$ cat src/common/uart_pkg.sv
// Shared register map, field layout, reset values and state codes
package uart_pkg;
  // Register byte offsets
  localparam logic [11:0] OFS_DATA = 12'h000;
  localparam logic [11:0] OFS_RXSTAT = 12'h004;
  localparam logic [11:0] OFS_FLAG = 12'h018;
  localparam logic [11:0] OFS_IDIV = 12'h024;
  localparam logic [11:0] OFS_FDIV = 12'h028;
  localparam logic [11:0] OFS_LINE = 12'h02C;
  localparam logic [11:0] OFS_CTRL = 12'h030;
  localparam logic [11:0] OFS_LEVEL = 12'h034;
  localparam logic [11:0] OFS_MASK = 12'h038;
  localparam logic [11:0] OFS_RAW = 12'h03C;
  localparam logic [11:0] OFS_MSTAT = 12'h040;
  localparam logic [11:0] OFS_CLEAR = 12'h044;
  // Line control fields
  localparam int LC_BRK = 0;
  localparam int LC_PEN = 1;
  localparam int LC_EVEN = 2;
  localparam int LC_STOP2 = 3;
  localparam int LC_FIFO = 4;
  localparam int LC_WLEN = 5;
  localparam int LC_STICK = 7;
  // Control fields and reset value
  localparam int CT_EN = 0;
  localparam int CT_LOOP = 7;
  localparam int CT_TX = 8;
  localparam int CT_RX = 9;
  localparam logic [9:0] CTRL_RESET = 10'h300;
  localparam logic [5:0] LEVEL_RESET = 6'h12;
  // Event bits
  localparam int EV_RX = 4;
  localparam int EV_TX = 5;
  localparam int EV_RTO = 6;
  localparam int EV_FRM = 7;
  localparam int EV_PAR = 8;
  localparam int EV_BRK = 9;
  localparam int EV_OVR = 10;
  // Status nibble of a receive entry, above the data byte
  localparam int ST_FRM = 0;
  localparam int ST_PAR = 1;
  localparam int ST_BRK = 2;
  localparam int ST_OVR = 3;
  // Flag bits
  localparam int FL_BUSY = 3;
  localparam int FL_RXE = 4;
  localparam int FL_TXF = 5;
  localparam int FL_RXF = 6;
  localparam int FL_TXE = 7;
  // Oversampling counts
  localparam logic [3:0] BIT_END = 4'hF;
  localparam logic [3:0] START_TICK = 4'h7;
  localparam logic [9:0] TMO_TICKS = 10'h200;
  // Transmit and receive states
  typedef enum logic [4:0] {TX_IDLE = 5'h01, TX_START = 5'h02, TX_DATA = 5'h04,
    TX_PAR = 5'h08, TX_STOP = 5'h10} tx_state_t;
  typedef enum logic [5:0] {RX_IDLE = 6'h01, RX_START = 6'h02, RX_DATA = 6'h04,
    RX_PAR = 6'h08, RX_STOP = 6'h10, RX_BRK = 6'h20} rx_state_t;
  // Trigger level in entries for a level code
  function automatic logic [4:0] lvl_of(input logic [2:0] code);
    case (code)
      3'h0: lvl_of = 5'h02;
      3'h1: lvl_of = 5'h04;
      3'h3: lvl_of = 5'h0C;
      3'h4: lvl_of = 5'h0E;
      default: lvl_of = 5'h08;
    endcase
  endfunction
endpackage

$ cat src/common/fifo_if.sv
// Queue port between the top and a FIFO store
`timescale 1ns/100ps
interface fifo_if #(parameter int W = 8, parameter int CW = 5);
  logic push;
  logic pop;
  logic one_deep;
  logic [W-1:0] wdata;
  logic [W-1:0] rdata;
  logic [CW-1:0] count;
  logic full;
  logic empty;
  modport user (output push, pop, one_deep, wdata, input rdata, count, full, empty);
  modport store (input push, pop, one_deep, wdata, output rdata, count, full, empty);
endinterface

$ cat src/rtl/sync_fifo.sv
// FIFO store with a single-entry holding mode
`timescale 1ns/100ps
module sync_fifo #(parameter int W = 8, parameter int DEPTH = 16) (
  // Clock and reset
  input wire logic clock,
  input wire logic sys_rst,
  // Store side of the queue
  fifo_if.store f
);
  localparam int AW = $clog2(DEPTH);
  // Whole queue state
  typedef struct packed {
    logic [DEPTH-1:0][W-1:0] mem_reg;
    logic [AW-1:0] rd_reg;
    logic [AW-1:0] wr_reg;
    logic [AW:0] cnt_reg;
  } fifo_state_t;
  fifo_state_t st_reg, st_next;
  logic [AW:0] limit;
  logic do_push;
  logic do_pop;
  // Holding mode caps the queue at one entry
  assign limit = f.one_deep ? (AW+1)'(1) : (AW+1)'(DEPTH);
  assign f.full = st_reg.cnt_reg >= limit;
  assign f.empty = st_reg.cnt_reg == '0;
  assign f.count = st_reg.cnt_reg;
  assign f.rdata = st_reg.mem_reg[st_reg.rd_reg];
  assign do_push = f.push && !f.full;
  assign do_pop = f.pop && !f.empty;
  // Pointer and count update
  always_comb begin
    st_next = st_reg;
    if (do_push) begin
      st_next.mem_reg[st_reg.wr_reg] = f.wdata;
      st_next.wr_reg = st_reg.wr_reg + 1'b1;
    end
    if (do_pop) begin
      st_next.rd_reg = st_reg.rd_reg + 1'b1;
    end
    st_next.cnt_reg = st_reg.cnt_reg + {{AW{1'b0}}, do_push} - {{AW{1'b0}}, do_pop};
  end
  // State register
  always_ff @(posedge clock or posedge sys_rst) begin
    if (sys_rst) begin
      st_reg <= '0;
    end else begin
      st_reg <= st_next;
    end
  end
endmodule

$ cat src/rtl/baud_gen.sv
// Fractional oversampling tick generator
`timescale 1ns/100ps
module baud_gen (
  // Clock and reset
  input wire logic clock,
  input wire logic sys_rst,
  // Divisor
  input wire logic [15:0] idiv,
  input wire logic [5:0] fdiv,
  // Oversample tick
  output logic tick
);
  // Counter, fraction accumulator, pending extra cycle
  typedef struct packed {
    logic [15:0] cnt_reg;
    logic [5:0] acc_reg;
    logic ext_reg;
    logic tick_reg;
  } baud_state_t;
  baud_state_t st_reg, st_next;
  logic [16:0] last;
  logic [6:0] sum;
  // Period is the integer part plus one when the fraction overflowed
  assign last = {1'b0, idiv} + {16'h0, st_reg.ext_reg} - 17'h1;
  assign sum = {1'b0, st_reg.acc_reg} + {1'b0, fdiv};
  assign tick = st_reg.tick_reg;
  always_comb begin
    st_next = st_reg;
    st_next.tick_reg = 1'b0;
    if (idiv == 16'h0) begin
      // Stopped while no divisor is set
      st_next.cnt_reg = 16'h0;
    end else if ({1'b0, st_reg.cnt_reg} >= last) begin
      // End of one oversample period
      st_next.cnt_reg = 16'h0;
      st_next.tick_reg = 1'b1;
      {st_next.ext_reg, st_next.acc_reg} = sum;
    end else begin
      st_next.cnt_reg = st_reg.cnt_reg + 16'h1;
    end
  end
  // State register
  always_ff @(posedge clock or posedge sys_rst) begin
    if (sys_rst) begin
      st_reg <= '0;
    end else begin
      st_reg <= st_next;
    end
  end
endmodule

$ cat src/rtl/uart_top.sv
// Serial port with APB registers, FIFOs and line logic
`timescale 1ns/100ps
module uart_top import uart_pkg::*; (
  // Clock and reset
  input wire logic clock,
  input wire logic sys_rst,
  // APB slave
  input wire logic [11:0] paddr,
  input wire logic psel,
  input wire logic penable,
  input wire logic pwrite,
  input wire logic [31:0] pwdata,
  output logic [31:0] prdata,
  output logic pready,
  output logic pslverr,
  // Serial line
  input wire logic serial_in,
  output logic serial_out,
  // Interrupt request
  output logic uart_irq
);
  ////////////////////////////////////////////////////////////////////
  // All state of the block outside the queues and the baud generator
  typedef struct packed {
    logic [15:0] idiv_reg;
    logic [5:0] fdiv_reg;
    logic [7:0] line_reg;
    logic [29:0] act_reg;
    logic [9:0] ctrl_reg;
    logic [5:0] level_reg;
    logic [10:0] mask_reg;
    logic [10:0] raw_reg;
    logic [3:0] rstat_reg;
    logic [31:0] rdata_reg;
    logic perr_reg;
    logic [2:0] sync_reg;
    logic rxl_reg;
    tx_state_t txs_reg;
    logic [3:0] txc_reg;
    logic [2:0] txb_reg;
    logic [7:0] txd_reg;
    logic tx2_reg;
    logic out_reg;
    logic pin_reg;
    rx_state_t rxs_reg;
    logic [3:0] rxc_reg;
    logic [2:0] rxb_reg;
    logic [7:0] rxd_reg;
    logic rxp_reg;
    logic rxz_reg;
    logic ovp_reg;
    logic [9:0] tmo_reg;
    logic rxq_reg;
    logic txq_reg;
    logic irq_reg;
  } state_t;
  state_t st_reg, st_next;
  ////////////////////////////////////////////////////////////////////
  // Decoded settings
  logic tick; // Oversample tick
  logic en, transmit_enable_bit, receive_enable_bit, loop, fifo_enable_bit, pen, even, stick, two;
  logic [1:0] wl; // Word length code
  logic [2:0] last; // Index of the last data bit
  logic [7:0] wmask; // Active data bits
  logic par_tx, par_rx; // Parity bit to send and to expect
  logic rx_in; // Receive line after loopback select
  logic busy;
  logic setup, wr, rd; // APB phases
  logic [10:0] ev_set, ev_clr;
  logic [31:0] rd_val;
  logic [7:0] flags;
  logic txf_push, txf_pop, rxf_push, rxf_pop;
  logic [11:0] rxf_wdata;
  logic rx_cond, tx_cond, brk, o;
  assign en = st_reg.ctrl_reg[CT_EN];
  assign transmit_enable_bit = st_reg.ctrl_reg[CT_TX];
  assign receive_enable_bit = st_reg.ctrl_reg[CT_RX];
  assign loop = st_reg.ctrl_reg[CT_LOOP];
  // Format comes from the loaded copy only
  assign pen = st_reg.act_reg[LC_PEN];
  assign even = st_reg.act_reg[LC_EVEN];
  assign stick = st_reg.act_reg[LC_STICK];
  assign two = st_reg.act_reg[LC_STOP2];
  assign fifo_enable_bit = st_reg.act_reg[LC_FIFO];
  assign wl = st_reg.act_reg[LC_WLEN+:2];
  assign last = 3'h4 + {1'b0, wl};
  assign wmask = 8'hFF >> (2'h3 - wl);
  // Stick parity sends the inverse of the even bit
  assign par_tx = stick ? ~even : ~((^(st_reg.txd_reg & wmask)) ^ even);
  assign par_rx = stick ? ~even : ~((^(st_reg.rxd_reg & wmask)) ^ even);
  assign rx_in = loop ? st_reg.out_reg : st_reg.rxl_reg;
  assign setup = psel && !penable;
  assign wr = psel && penable && pwrite;
  assign rd = psel && penable && !pwrite;
  ////////////////////////////////////////////////////////////////////
  // Baud generator and queues
  fifo_if #(.W(8)) txf();
  fifo_if #(.W(12)) rxf();
  baud_gen u_baud (.clock(clock), .sys_rst(sys_rst), .idiv(st_reg.act_reg[29:14]),
    .fdiv(st_reg.act_reg[13:8]), .tick(tick));
  sync_fifo #(.W(8)) u_txq (.clock(clock), .sys_rst(sys_rst), .f(txf.store));
  sync_fifo #(.W(12)) u_rxq (.clock(clock), .sys_rst(sys_rst), .f(rxf.store));
  assign txf.push = txf_push;
  assign txf.pop = txf_pop;
  assign txf.wdata = pwdata[7:0];
  assign txf.one_deep = !fifo_enable_bit;
  assign rxf.push = rxf_push;
  assign rxf.pop = rxf_pop;
  assign rxf.wdata = rxf_wdata;
  assign rxf.one_deep = !fifo_enable_bit;
  // Busy covers both queued and shifting characters
  assign busy = !txf.empty || st_reg.txs_reg != TX_IDLE;
  // Level conditions for the queue events
  assign rx_cond = fifo_enable_bit ? rxf.count >= lvl_of(st_reg.level_reg[5:3]) : !rxf.empty;
  assign tx_cond = fifo_enable_bit ? txf.count <= lvl_of(st_reg.level_reg[2:0]) : txf.empty;
  assign brk = st_reg.rxz_reg && !rx_in;
  ////////////////////////////////////////////////////////////////////
  // Next-state logic
  always_comb begin
    st_next = st_reg;
    txf_push = 1'b0;
    txf_pop = 1'b0;
    rxf_push = 1'b0;
    rxf_pop = 1'b0;
    rxf_wdata = 12'h000;
    ev_set = 11'h000;
    ev_clr = 11'h000;
    rd_val = 32'h0000_0000;
    o = 1'b1;
    // Flag word
    flags = 8'h00;
    flags[FL_BUSY] = busy;
    flags[FL_RXE] = rxf.empty;
    flags[FL_TXF] = txf.full;
    flags[FL_RXF] = rxf.full;
    flags[FL_TXE] = txf.empty;
    // Receive pin synchroniser and agreement filter
    st_next.sync_reg = {st_reg.sync_reg[1:0], serial_in};
    if (st_reg.sync_reg[1] == st_reg.sync_reg[2]) begin
      st_next.rxl_reg = st_reg.sync_reg[2];
    end
    // Read data captured in the setup cycle
    if (setup) begin
      st_next.perr_reg = 1'b0;
      case (paddr)
        OFS_DATA: rd_val = {20'h0, rxf.rdata};
        OFS_RXSTAT: rd_val = {28'h0, st_reg.rstat_reg};
        OFS_FLAG: rd_val = {24'h0, flags};
        OFS_IDIV: rd_val = {16'h0, st_reg.idiv_reg};
        OFS_FDIV: rd_val = {26'h0, st_reg.fdiv_reg};
        OFS_LINE: rd_val = {24'h0, st_reg.line_reg};
        OFS_CTRL: rd_val = {22'h0, st_reg.ctrl_reg};
        OFS_LEVEL: rd_val = {26'h0, st_reg.level_reg};
        OFS_MASK: rd_val = {21'h0, st_reg.mask_reg};
        OFS_RAW: rd_val = {21'h0, st_reg.raw_reg};
        OFS_MSTAT: rd_val = {21'h0, st_reg.raw_reg & st_reg.mask_reg};
        OFS_CLEAR: rd_val = 32'h0000_0000;
        default: st_next.perr_reg = 1'b1;
      endcase
      st_next.rdata_reg = rd_val;
    end
    // Register writes in the access cycle
    if (wr) begin
      case (paddr)
        OFS_DATA: txf_push = 1'b1;
        OFS_RXSTAT: st_next.rstat_reg = 4'h0;
        OFS_IDIV: st_next.idiv_reg = pwdata[15:0];
        OFS_FDIV: st_next.fdiv_reg = pwdata[5:0];
        OFS_LINE: begin
          // Divisor and format take effect together
          st_next.line_reg = pwdata[7:0];
          st_next.act_reg = {st_reg.idiv_reg, st_reg.fdiv_reg, pwdata[7:0]};
        end
        OFS_CTRL: st_next.ctrl_reg = pwdata[9:0];
        OFS_LEVEL: st_next.level_reg = pwdata[5:0];
        OFS_MASK: st_next.mask_reg = pwdata[10:0];
        OFS_CLEAR: ev_clr = pwdata[10:0];
        default: ev_clr = 11'h000;
      endcase
    end
    // Data read pops the head and keeps its status
    if (rd && paddr == OFS_DATA && !rxf.empty) begin
      rxf_pop = 1'b1;
      st_next.rstat_reg = rxf.rdata[11:8];
      // Reading the queue empty ends a timeout
      ev_clr[EV_RTO] = rxf.count == 5'h01;
    end
    ////////////////////////////////////////////////////////////////
    // Transmitter
    case (st_reg.txs_reg)
      TX_IDLE: begin
        // A new character starts only while enabled
        if (!txf.empty && en && transmit_enable_bit) begin
          txf_pop = 1'b1;
          st_next.txd_reg = txf.rdata;
          st_next.txs_reg = TX_START;
          st_next.txc_reg = 4'h0;
          st_next.tx2_reg = 1'b0;
        end
      end
      default: begin
        // Sixteen ticks per bit
        if (tick) begin
          st_next.txc_reg = st_reg.txc_reg + 4'h1;
          if (st_reg.txc_reg == BIT_END) begin
            case (st_reg.txs_reg)
              TX_START: begin
                st_next.txs_reg = TX_DATA;
                st_next.txb_reg = 3'h0;
              end
              TX_DATA: begin
                if (st_reg.txb_reg == last) begin
                  st_next.txs_reg = pen ? TX_PAR : TX_STOP;
                end else begin
                  st_next.txb_reg = st_reg.txb_reg + 3'h1;
                end
              end
              TX_PAR: st_next.txs_reg = TX_STOP;
              default: begin
                // Optional second stop bit
                if (two && !st_reg.tx2_reg) begin
                  st_next.tx2_reg = 1'b1;
                end else begin
                  st_next.txs_reg = TX_IDLE;
                end
              end
            endcase
          end
        end
      end
    endcase
    // Line level for the next state
    case (st_next.txs_reg)
      TX_START: o = 1'b0;
      TX_DATA: o = st_next.txd_reg[st_next.txb_reg];
      TX_PAR: o = par_tx;
      default: o = 1'b1;
    endcase
    st_next.out_reg = o && !st_reg.act_reg[LC_BRK];
    // Pin stays idle in loopback
    st_next.pin_reg = st_next.out_reg || loop;
    ////////////////////////////////////////////////////////////////
    // Receiver
    case (st_reg.rxs_reg)
      RX_IDLE: begin
        // Low level on the line in idle starts a character
        if (en && receive_enable_bit && !rx_in) begin
          st_next.rxs_reg = RX_START;
          st_next.rxc_reg = 4'h0;
          st_next.rxd_reg = 8'h00;
          st_next.rxz_reg = 1'b1;
          st_next.rxp_reg = 1'b0;
        end
      end
      RX_BRK: begin
        // Wait for marking state after a break
        if (rx_in) begin
          st_next.rxs_reg = RX_IDLE;
        end
      end
      default: begin
        if (tick) begin
          st_next.rxc_reg = st_reg.rxc_reg + 4'h1;
          if (st_reg.rxs_reg == RX_START) begin
            // Start must still be low on the eighth tick
            if (st_reg.rxc_reg == START_TICK) begin
              st_next.rxc_reg = 4'h0;
              st_next.rxb_reg = 3'h0;
              st_next.rxs_reg = rx_in ? RX_IDLE : RX_DATA;
            end
          end else if (st_reg.rxc_reg == BIT_END) begin
            st_next.rxz_reg = st_reg.rxz_reg && !rx_in;
            case (st_reg.rxs_reg)
              RX_DATA: begin
                st_next.rxd_reg[st_reg.rxb_reg] = rx_in;
                if (st_reg.rxb_reg == last) begin
                  st_next.rxs_reg = pen ? RX_PAR : RX_STOP;
                end else begin
                  st_next.rxb_reg = st_reg.rxb_reg + 3'h1;
                end
              end
              RX_PAR: begin
                st_next.rxp_reg = rx_in != par_rx;
                st_next.rxs_reg = RX_STOP;
              end
              default: begin
                // Stop sample ends the character
                st_next.rxs_reg = brk ? RX_BRK : RX_IDLE;
                if (rxf.full) begin
                  // Character lost, next one carries the mark
                  ev_set[EV_OVR] = 1'b1;
                  st_next.ovp_reg = 1'b1;
                  st_next.rstat_reg[ST_OVR] = 1'b1;
                end else begin
                  rxf_push = 1'b1;
                  rxf_wdata = {st_reg.ovp_reg, brk, st_reg.rxp_reg, !rx_in,
                    brk ? 8'h00 : st_reg.rxd_reg};
                  st_next.ovp_reg = 1'b0;
                  ev_set[EV_FRM] = !rx_in;
                  ev_set[EV_PAR] = st_reg.rxp_reg;
                  ev_set[EV_BRK] = brk;
                end
              end
            endcase
          end
        end
      end
    endcase
    ////////////////////////////////////////////////////////////////
    // Receive timeout counter
    if (rxf.empty || rxf_push || rxf_pop) begin
      st_next.tmo_reg = 10'h000;
    end else if (tick && st_reg.tmo_reg != TMO_TICKS) begin
      st_next.tmo_reg = st_reg.tmo_reg + 10'h001;
      ev_set[EV_RTO] = st_reg.tmo_reg == TMO_TICKS - 10'h001;
    end
    // Level events on entry into the condition
    st_next.rxq_reg = rx_cond;
    st_next.txq_reg = tx_cond;
    ev_set[EV_RX] = rx_cond && !st_reg.rxq_reg;
    ev_set[EV_TX] = tx_cond && !st_reg.txq_reg;
    // A new event wins over a clear in the same cycle
    st_next.raw_reg = (st_reg.raw_reg & ~ev_clr) | ev_set;
    st_next.irq_reg = |(st_next.raw_reg & st_next.mask_reg);
  end
  ////////////////////////////////////////////////////////////////////
  // State register
  always_ff @(posedge clock or posedge sys_rst) begin
    if (sys_rst) begin
      st_reg <= '0;
      st_reg.ctrl_reg <= CTRL_RESET;
      st_reg.level_reg <= LEVEL_RESET;
      st_reg.txs_reg <= TX_IDLE;
      st_reg.rxs_reg <= RX_IDLE;
      st_reg.sync_reg <= 3'h7;
      st_reg.rxl_reg <= 1'b1;
      st_reg.out_reg <= 1'b1;
      st_reg.pin_reg <= 1'b1;
      st_reg.txq_reg <= 1'b1;
    end else begin
      st_reg <= st_next;
    end
  end
  // Outputs
  assign prdata = st_reg.rdata_reg;
  assign pslverr = st_reg.perr_reg;
  assign pready = 1'b1;
  assign serial_out = st_reg.pin_reg;
  assign uart_irq = st_reg.irq_reg;
endmodule

$ cat config.mk
export PLATFORM = sky130hd
export DESIGN_NAME = uart_top
export DESIGN_NICKNAME = d
export VERILOG_FILES = /design/src/common/uart_pkg.sv /design/src/common/fifo_if.sv /design/src/rtl/sync_fifo.sv /design/src/rtl/baud_gen.sv /design/src/rtl/uart_top.sv
export SDC_FILE = /design/constraint.sdc
export NUM_CORES = 1
export LEC_CHECK = 0
export ABC_CLOCK_PERIOD_IN_PS = 14400
export BUFFER_PORTS_ARGS = -buffer_cell sky130_fd_sc_hd__buf_2
export CORE_ASPECT_RATIO = 0.5
export CORE_MARGIN = 2
export CORE_UTILIZATION = 35
export DETAILED_ROUTE_END_ITERATION = 10
export PLACE_DENSITY = 0.62
export SLEW_MARGIN = 0
export SYNTH_ARGS = -nofsm -noshare
export SYNTH_HDL_FRONTEND = slang
export SYNTH_HIERARCHICAL = 1
export SYNTH_SLANG_ARGS = --single-unit
$ cat constraint.sdc
create_clock -name clock -period 14.4 [get_ports clock]
set_input_delay 1.44 -clock clock [delete_from_list [all_inputs] [get_ports clock]]
set_output_delay 1.44 -clock clock [all_outputs]
set_load 0.02 [all_outputs]
# Yosys cells after proc, flatten, opt, wreduce, memory -nomap -nowiden
# Index checks and enable logic that the tools add are counted.
word_totals:
  regBits: 569
  latchBits: 0
  mem_bits_rw: 0
  romBits: 0
  inputBits: 50
  output_inout_bits: 36
  memories: 0
op_classes:
  addsub: 19
  mul: 0
  div: 0
  n_lt_le_gt_ge: 14
  n_eq_ne: 49
  shift: 1
  muxes: 115
  bitwise_logic: 17
  reduce_logical: 81
ops:
  columns: ["cell", "n"]
  rows:
  - ["bitwise mux 192 bit", 1]
  - ["one-hot mux 16 bit (11 select lines)", 1]
  - ["bitwise mux 128 bit", 1]
  - ["two-way mux 12 bit", 9]
  - ["== test 12 x 6 -> 1 bit (second input constant)", 7]
  - ["two-way mux 11 bit", 6]
  - ["binary-select mux 12 bit (select 4 bit)", 1]
  - ["demux 12 bit (select 4 bit)", 1]
  - ["two-way mux 10 bit", 4]
  - ["two-way mux 1 bit", 38]
  - ["two-way mux 4 bit", 9]
  - ["bitwise AND 11 bit", 3]
  - ["binary-select mux 8 bit (select 4 bit)", 1]
  - ["demux 8 bit (select 4 bit)", 1]
  - ["two-way mux 16 bit", 2]
  - ["two-way mux 8 bit", 4]
  - ["one-hot mux 4 bit (4 select lines)", 2]
  - ["two-way mux 5 bit", 6]
  - ["two-way mux 6 bit", 5]
  - ["two-way mux 9 bit", 3]
  - ["adder 4 x 1 -> 4 bit (second input constant)", 6]
  - ["== test 12 x 7 -> 1 bit (second input constant)", 2]
  - ["two-way mux 24 bit", 1]
  - ["one-hot mux 6 bit (2 select lines)", 2]
  - ["79 further kinds", 180]

# Logic depth before layout (Yosys ltp)
# Gate-level depths: netlist of the first run.
depth:
  word_depth: 14
  mapped_depth: 20
  depth_no_buf: 17

# Hierarchy
# Netlist of the first run, hierarchy kept.
by_module_without_submodules:
  columns: ["mod", "n_inst", "cells_per_inst", "area_each_um2", "seq_area_each_um2"]
  rows:
  - ["sync_fifo (u_rxq)", 1, 669, 9795.6, 5129.9]
  - ["uart_top", 1, 875, 9122.5, 4395.5]
  - ["sync_fifo (u_txq)", 1, 481, 7140.6, 3528.4]
  - ["baud_gen", 1, 202, 1859.3, 600.6]

# Worst setup path after synthesis of the first run
# OpenSTA, ideal clock, no wires.
synth_path:
  path_kind: "input to register"
  from: "input paddr[9]"
  to: "register u_rxq.st_reg, in the netlist u_rxq/f.count[4]"
  arrival_ps: 4442
  t_required_ps: 14275
  slack_ps: 9834
  stages: 13
  path_cell_list: "or4_1 or3_1 or3_1 nor4_4 nor2b_1 clkbuf_1 ha_1 inv_1 ha_1 fa_1 a21oi_1 o21bai_1 xnor2_1"
synth_rtl:
  columns: ["item", "line_no", "text"]
  rows:
  - ["start: declaration", "uart_top.sv:8", "input wire logic [11:0] paddr,"]
  - ["end signal: assignment", "sync_fifo.sv:47", "st_reg <= st_next;"]
  - ["end: declaration", "sync_fifo.sv:18", "fifo_state_t st_reg, st_next;"]

==> results of run 1 <==
==> power breakdown <==
group	total (uW)	internal, uW	switching [uW]
clock network	1440	836	604
logic	118	26.8	91.3
registers	1550	1540	8.82
==> cell families (layout without fill, tap and decap cells) <==
logic type               Yosys count  after routing
buffers and inverters            229            246
XOR/XNOR                          82             82
flip-flops                       545            545
other                              2             17
AO/OA/AOI/OAI                    309            309
multiplexers                     537            537
AND/OR/NAND/NOR                  452            452
adder cells (fa/ha/maj)           71             71
==> layout make-up <==
| class | count | area, sq um |
|---|---|---|
| inverter | 71 | 289 |
| clock buffer | 79 | 1600 |
| clock inverter | 18 | 210 |
| sequential | 545 | 13700 |
| timing repair buffer | 78 | 455 |
| fill | 7465 | 48500 |
| multi-input combinational | 1468 | 13200 |
| tap | 1050 | 1310 |
==> placed cells by master, fill, tap and decap left out, types with 9 or more instances in the layout <==
cell,n
conb_1,17
o21ai_0,70
nor3_1,18
buf_2,52
inv_1,67
a21o_1,13
a21oi_1,31
mux2i_1,88
a22o_1,10
dfrtp_1,530
or3_1,9
and3_1,26
ha_1,67
clkinv_2,10
nor2_1,96
clkbuf_1,10
a221oi_1,44
nand2b_1,15
nand4_1,13
buf_4,26
a222oi_1,16
clkbuf_16,54
mux4_2,40
nand3_1,35
a22oi_1,35
dfstp_2,13
clkbuf_8,15
nor2b_1,13
mux2_2,365
nand2_1,136
o31ai_1,15
xnor2_1,47
xor2_1,34
mux2_4,38
==> worst reg2reg max path, stage by stage (launching register included) <==
cell and delay (ns):
dfrtp_1 0.44, inv_1 0.26, ha_1 0.29, nand3b_1 0.10
a41oi_2 0.13, buf_4 0.26, or2_2 0.38, inv_1 0.15
nand2b_1 0.15, inv_1 0.33, and2b_2 0.29, nand2_1 0.19
or4_1 0.89, mux2_2 0.45
==> per-layer routing <==
metal | up-vias | global-route usage, % | share of wire, %
met5 | - | 0 | 0
met4 | 0 | 4.83 | 2.6
met3 | 100 | 2.40 | 4.3
met2 | 377 | 26.0 | 46
met1 | 9237 | 23.3 | 48
li1 | 8085 | - | -
==> stage by stage <==
step                setup slack (ns)  std cells
floorplan                       7.36       2242
global placement                9.03       3212
detailed placement              8.96       3212
CTS                             9.61       3309
global route                    9.38       3309
finish                          9.56       3309
==> worst min-delay path by stage <==
stage | start | end | slack, ns | cells past startpoint
floorplan | st_next[62] | st_next[63] | 0.35 | 0
global placement | st_next[62] | st_next[63] | 0.35 | 0
detailed placement | st_next[62] | st_next[63] | 0.35 | 0
CTS | st_next[62] | st_next[63] | 0.36 | 0
global route | st_next[62] | st_next[63] | 0.37 | 0
finish | st_next[62] | st_next[63] | 0.36 | 0
==> cell usage after synthesis (all sizes together), types with 9 or more instances <==
library cell  instances
nand4                21
mux4                 40
mux2i                88
and3                 26
dfrtp               532
a22o                 11
dfstp                13
buf                  95
inv                  70
xor2                 34
and2                  9
a221oi               44
mux2                409
clkbuf               63
nor3                 33
o21ai                74
nor2b                14
a21o                 13
a222oi               16
xnor2                47
nor2                 96
nand2b               16
a21oi                31
or3                  10
nand3                35
o31ai                15
ha                   67
nand2               137
a22oi                35
==> run_results.csv, run 1 <==
group,metric,value,unit
timing,min_period_over_period,33.6,%
critical_path,ff2ff_path_depth,13,
power_and_ir_drop,total_power,3110,uW
clocking,cts_made_buffers,53,
grt,grt_usage,16.4,%
place,post_dp_cell_area,0.0289,sq mm
critical_path,cp-startpoint,"paddr[9]",
status,outcome,"finished, final reports clean",
final_layout,largest_register_ffs,200,
final_layout,nets,2337,
final_layout,design_area,0.0307,sq mm
power_and_ir_drop,cellPowerDensity,101,mW/mm^2
floorplanning,die_h,204,um
clocking,clock_latency,0.61,ns
job,max_cap_violations,0,
synth,synthAdderAreaFrac,3.25,%
critical_path,crit_slowest_cell,"nor2_1",
critical_path,r2r_start,"st_reg[173]",
critical_path,path_delay_family,"simple AND/OR/NAND/NOR gates",
clocking,cts_hold_buf,0,
grt,grt_pass1_wl,106000,um
synth,ys_ff_latch,545,
clocking,cts_root_buf,"clkbuf_16",
critical_path,crit_type,"primary input to flip-flop",
synth,synth_xor_area_share,2.62,%
synth,yosys_warnings,6,
routing,viasPerCell,5.38,
critical_path,crit_top_cell,"nor2_1",
critical_path,reg2reg_to,"u_rxq/st_reg[17]",
critical_path,cp.depth,15,
synth,synth_area_per_cell,12.5,sq um
final_layout,drive_gt1_share,30.4,%
clocking,htree_levels,2,
final_layout,antennaDiodeCount,0,
critical_path,critical_path.max_fanout,11,
critical_path,cp.buffers_inverters,3,
synth,synth_area,0.0279,sq mm
clocking,clock-sinks,545,
place,place.gp.congestion,0.860,
timing,rsz0062_at_grt,"no",
place,hpwl,43500,um
grt,grt_pass1_vias,18000,
synth,yosys-mux-area-fraction,23.4,%
critical_path,r2r_slack,9.96,ns
critical_path,cp_cell_sequence,"buf_2, or4_1, or3_1, or3_1, nor2_1, nand3_1, ha_1, inv_1, ha_1, inv_1, fa_1, nor2_1, nor2_1, o21bai_1, xnor2_1",
final_layout,synthToLayoutAreaGrowth,9.98,%
routing,wl_per_cell,20.2,um
routing,dr.pass1.iters,5,
critical_path,crit_path_start_kind,"primary input",
synth,synth.distinct_cells,98,
synth,synth-main-ff-cell,"dfrtp_1",
grt,grt_max_degree,128,
timing,slew_viol_final,0,
critical_path,crit_arrival,5.37,ns
power_and_ir_drop,p_leak,0.0142,uW
critical_path,crit_required,14.93,ns
timing,setup_viol,0,
grt,antenna_found_initial,3,
final_layout,utilization,38.8,%
synth,synth_top_family_by_area,"multiplexers",
timing,worst_pin_slew,1.16,ns
power_and_ir_drop,vdd_drop_max,0.108,mV
routing,routed-via-count,17800,
timing,hold_viol_final,0,
routing,drt_first_iter_violations,1428,
floorplanning,die_area,0.0822,sq mm
grt,overflow,0,
timing,slew_headroom,22.5,%
synth,synth_top_cell_by_area,"dfrtp_1",
synth,synth_compound_gate_area_share,8.06,%
synth,async_flop_share,100,%
timing,hold_ws,0.360,ns
place,port-buffer-count,52,
critical_path,endpoint,"u_txq/f.count[4]",
synth,synth_seq_area_share,48.9,%
routing,ant_nets,0,
timing,fin_setup_tns,0,ns
clocking,post_cts_buffers,0,
floorplanning,start_util,35.3,%
floorplanning,rows,73,
clocking,clockBufferDepth,3,
timing,finalCriticalPeriod,4.84,ns
synth,synth_top_area_share,47.7,%
floorplanning,io_pins,86,
floorplanning,die_w,403,um
timing,worst_clock_skew,0.0252,ns
routing,drt-total-wl,66800,um
min_path,hp-class,"flip-flop to flip-flop",
clocking,cts_resized,0,
routing,remaining_drc_errors,0,
synth,synth_edf_count,0,
clocking,cts_tree,"done",
clocking,clkTransAtPathRegs,0.06,ns
floorplanning,core-area,0.0792,sq mm
critical_path,end_kind,"flip-flop",
timing,fmax,207,MHz
critical_path,max_stage_delay,0.60,ns
synth,yosys.area_share.simple,9.33,%
synth,netlist_instances,2227,
synth,synth.area.top_cells,"dfrtp_1 (48%), mux2_2 (15%), mux4_2 (3.2%)",
Note: power is estimated with default switching activity, not from simulation.
==> run 2: changes to the inputs <==
Settings changed: ABC_CLOCK_PERIOD_IN_PS 14400 to 4100, PLACE_DENSITY 0.62 to 0.64.
Clock period 14.4 ns to 4.1 ns, I/O delays scaled along.
==> run_results.csv, run 2 (synthesized netlist as in run 1, its figures left out) <==
group,metric,value,unit
status,outcome,"finished, final reports clean",
clocking,clock_latency,0.62,ns
job,max_cap_violations,0,
clocking,cts_root_buf,"clkbuf_16",
grt,grt_usage,15.9,%
clocking,cts_tree,"done",
critical_path,critical_path.max_fanout,7,
clocking,clock-sinks,545,
critical_path,crit_path_start_kind,"flip-flop",
routing,viasPerCell,5.31,
power_and_ir_drop,swShare,22.8,%
critical_path,crit_required,4.60,ns
timing,hold_viol_final,0,
final_layout,largest_register_ffs,200,
power_and_ir_drop,vdd_drop_max,0.293,mV
min_path,holdPathStages,2,
power_and_ir_drop,cellPowerDensity,354,mW/mm^2
floorplanning,core-area,0.0792,sq mm
timing,finalCriticalPeriod,3.70,ns
final_layout,mostFrequentLayoutCell,"dfrtp_1",
timing,min_period_over_period,90.3,%
floorplanning,io_pins,86,
critical_path,end_kind,"flip-flop",
routing,dr.pass1.iters,7,
final_layout,nets,2381,
clocking,cts_made_buffers,54,
critical_path,crit_arrival,4.20,ns
timing,rsz0062_at_grt,"no",
clocking,post_cts_buffers,0,
final_layout,synthToLayoutAreaGrowth,11.4,%
final_layout,multiInputGateArea,0.0131,sq mm
power_and_ir_drop,p_clk_share,46.9,%
routing,remaining_drc_errors,0,
power_and_ir_drop,p_int,8510,uW
floorplanning,die_w,403,um
floorplanning,rows,73,
critical_path,crit_top_cell,"inv_1",
routing,drt_first_iter_violations,1346,
grt,grt_pass1_vias,18200,
power_and_ir_drop,p_sw,2510,uW
timing,worst_clock_skew,0.0209,ns
critical_path,path_delay_family,"adder cells",
routing,wl_per_cell,19.3,um
final_layout,final_cell_mix,"dfrtp_1 (530), mux2_2 (365), nand2_1 (136)",
routing,routed-via-count,17800,
power_and_ir_drop,pwr-share-seq,49.4,%
place,dpl.cell_count,3253,
grt,grt_max_degree,81,
timing,hold_ws,0.0424,ns
grt,antenna_found_initial,2,
critical_path,max_stage_delay,0.43,ns
floorplanning,start_util,35.3,%
power_and_ir_drop,p_leak,0.0144,uW
floorplanning,die_area,0.0822,sq mm
final_layout,stdcell_count,3359,
power_and_ir_drop,combPwrFrac,3.7,%
critical_path,cp.depth,17,
grt,grt_pass1_wl,104000,um
routing,drt-total-wl,65000,um
critical_path,crit_slowest_cell,"dfrtp_1",
final_layout,fillers,7384,
clocking,clockBufferDepth,3,
timing,worst_pin_slew,1.15,ns
routing,ant_nets,0,
place,hpwl,44800,um
timing,fmax,270,MHz
critical_path,cp.buffers_inverters,4,
min_path,hp-class,"primary input to flip-flop",
critical_path,crit_type,"flip-flop to flip-flop",
power_and_ir_drop,total_power,11000,uW
clocking,clkTransAtPathRegs,0.06,ns
critical_path,ff2ff_path_depth,17,
grt,overflow,0,
timing,setup_viol,0,
clocking,htree_levels,2,
timing,slew_headroom,23.0,%
timing,slew_viol_final,0,
final_layout,drive_gt1_share,31.6,%
timing,fin_setup_tns,0,ns
final_layout,seq_area,0.0137,sq mm
place,place.gp.congestion,0.872,
critical_path,cp_cell_sequence,"inv_1, ha_1, nand3b_1, a41oi_2, or2_2, inv_1, nand2b_1, inv_1, and2b_2, nand2b_1, ha_1, inv_1, ha_1, fa_1, a21oi_1, o21bai_1, xnor2_1",
floorplanning,die_h,204,um
place,port-buffer-count,52,
==> run 2: power by group through the flow <==
stage / clock, uW / sequential [uW] / combinational [uW]
floorplan: 0 / 5530 / 319
global placement: 0 / 5540 / 405
detailed placement: 0 / 5540 / 413
CTS: 5320 / 5440 / 418
global route: 5550 / 5440 / 466
finish: 5170 / 5440 / 409
==> run 2: layout make-up <==
type | count | share of cell area (%)
well taps | 1050 | 4.22
flip-flops and latches | 545 | 43.9
repair buffers | 121 | 2.80
diodes | 2 | 0.0161
inverters | 71 | 0.909
multi-input cells | 1468 | 42.2
clock inverters | 29 | 1.17
clock buffers | 73 | 4.77
==> run 2: path summary, 6_finish.rpt <==
| check | slack, ns | to | startpoint |
|---|---|---|---|
| setup / recovery | 0.40 | u_rxq/f.count[4] | st_reg[173] |
| hold / removal | 0.04 | st_reg[197] | pwdata[14] |
| setup reg to reg | 0.40 | u_rxq/f.count[4] | st_reg[173] |
| hold reg to reg | 0.36 | st_next[63] | st_next[62] |
| max in group asynchronous | 2.96 | u_rxq/st_reg[159] | sys_rst |
| min in group asynchronous | 0.06 | u_rxq/st_reg[33] | sys_rst |
==> run 2: routing by layer <==
metal  up-vias  routed length (um)  track usage (%)
li1       8182                   -                -
met5         -                   0                0
met1      9198               29800             21.8
met4         0                1840             5.18
met3       110                3110             2.78
met2       338               30300             25.7
==> run 2: metrics by stage <==
stage                     instance area, sq um  setup slack (ns)  util (%)
after floorplan                          28000             0.328         -
after detailed placement                 29200             0.217      36.9
final                                    31100             0.396      39.3
after global placement                   29200             0.221      36.9
after global routing                     31100             0.107      39.3
after CTS                                31100             0.391      39.3
==> run 2: repair_timing <==
item,4_1_cts,5_1_grt
hold buffers,2,0
resized for setup,0,0
hold endpoints to repair,2,0
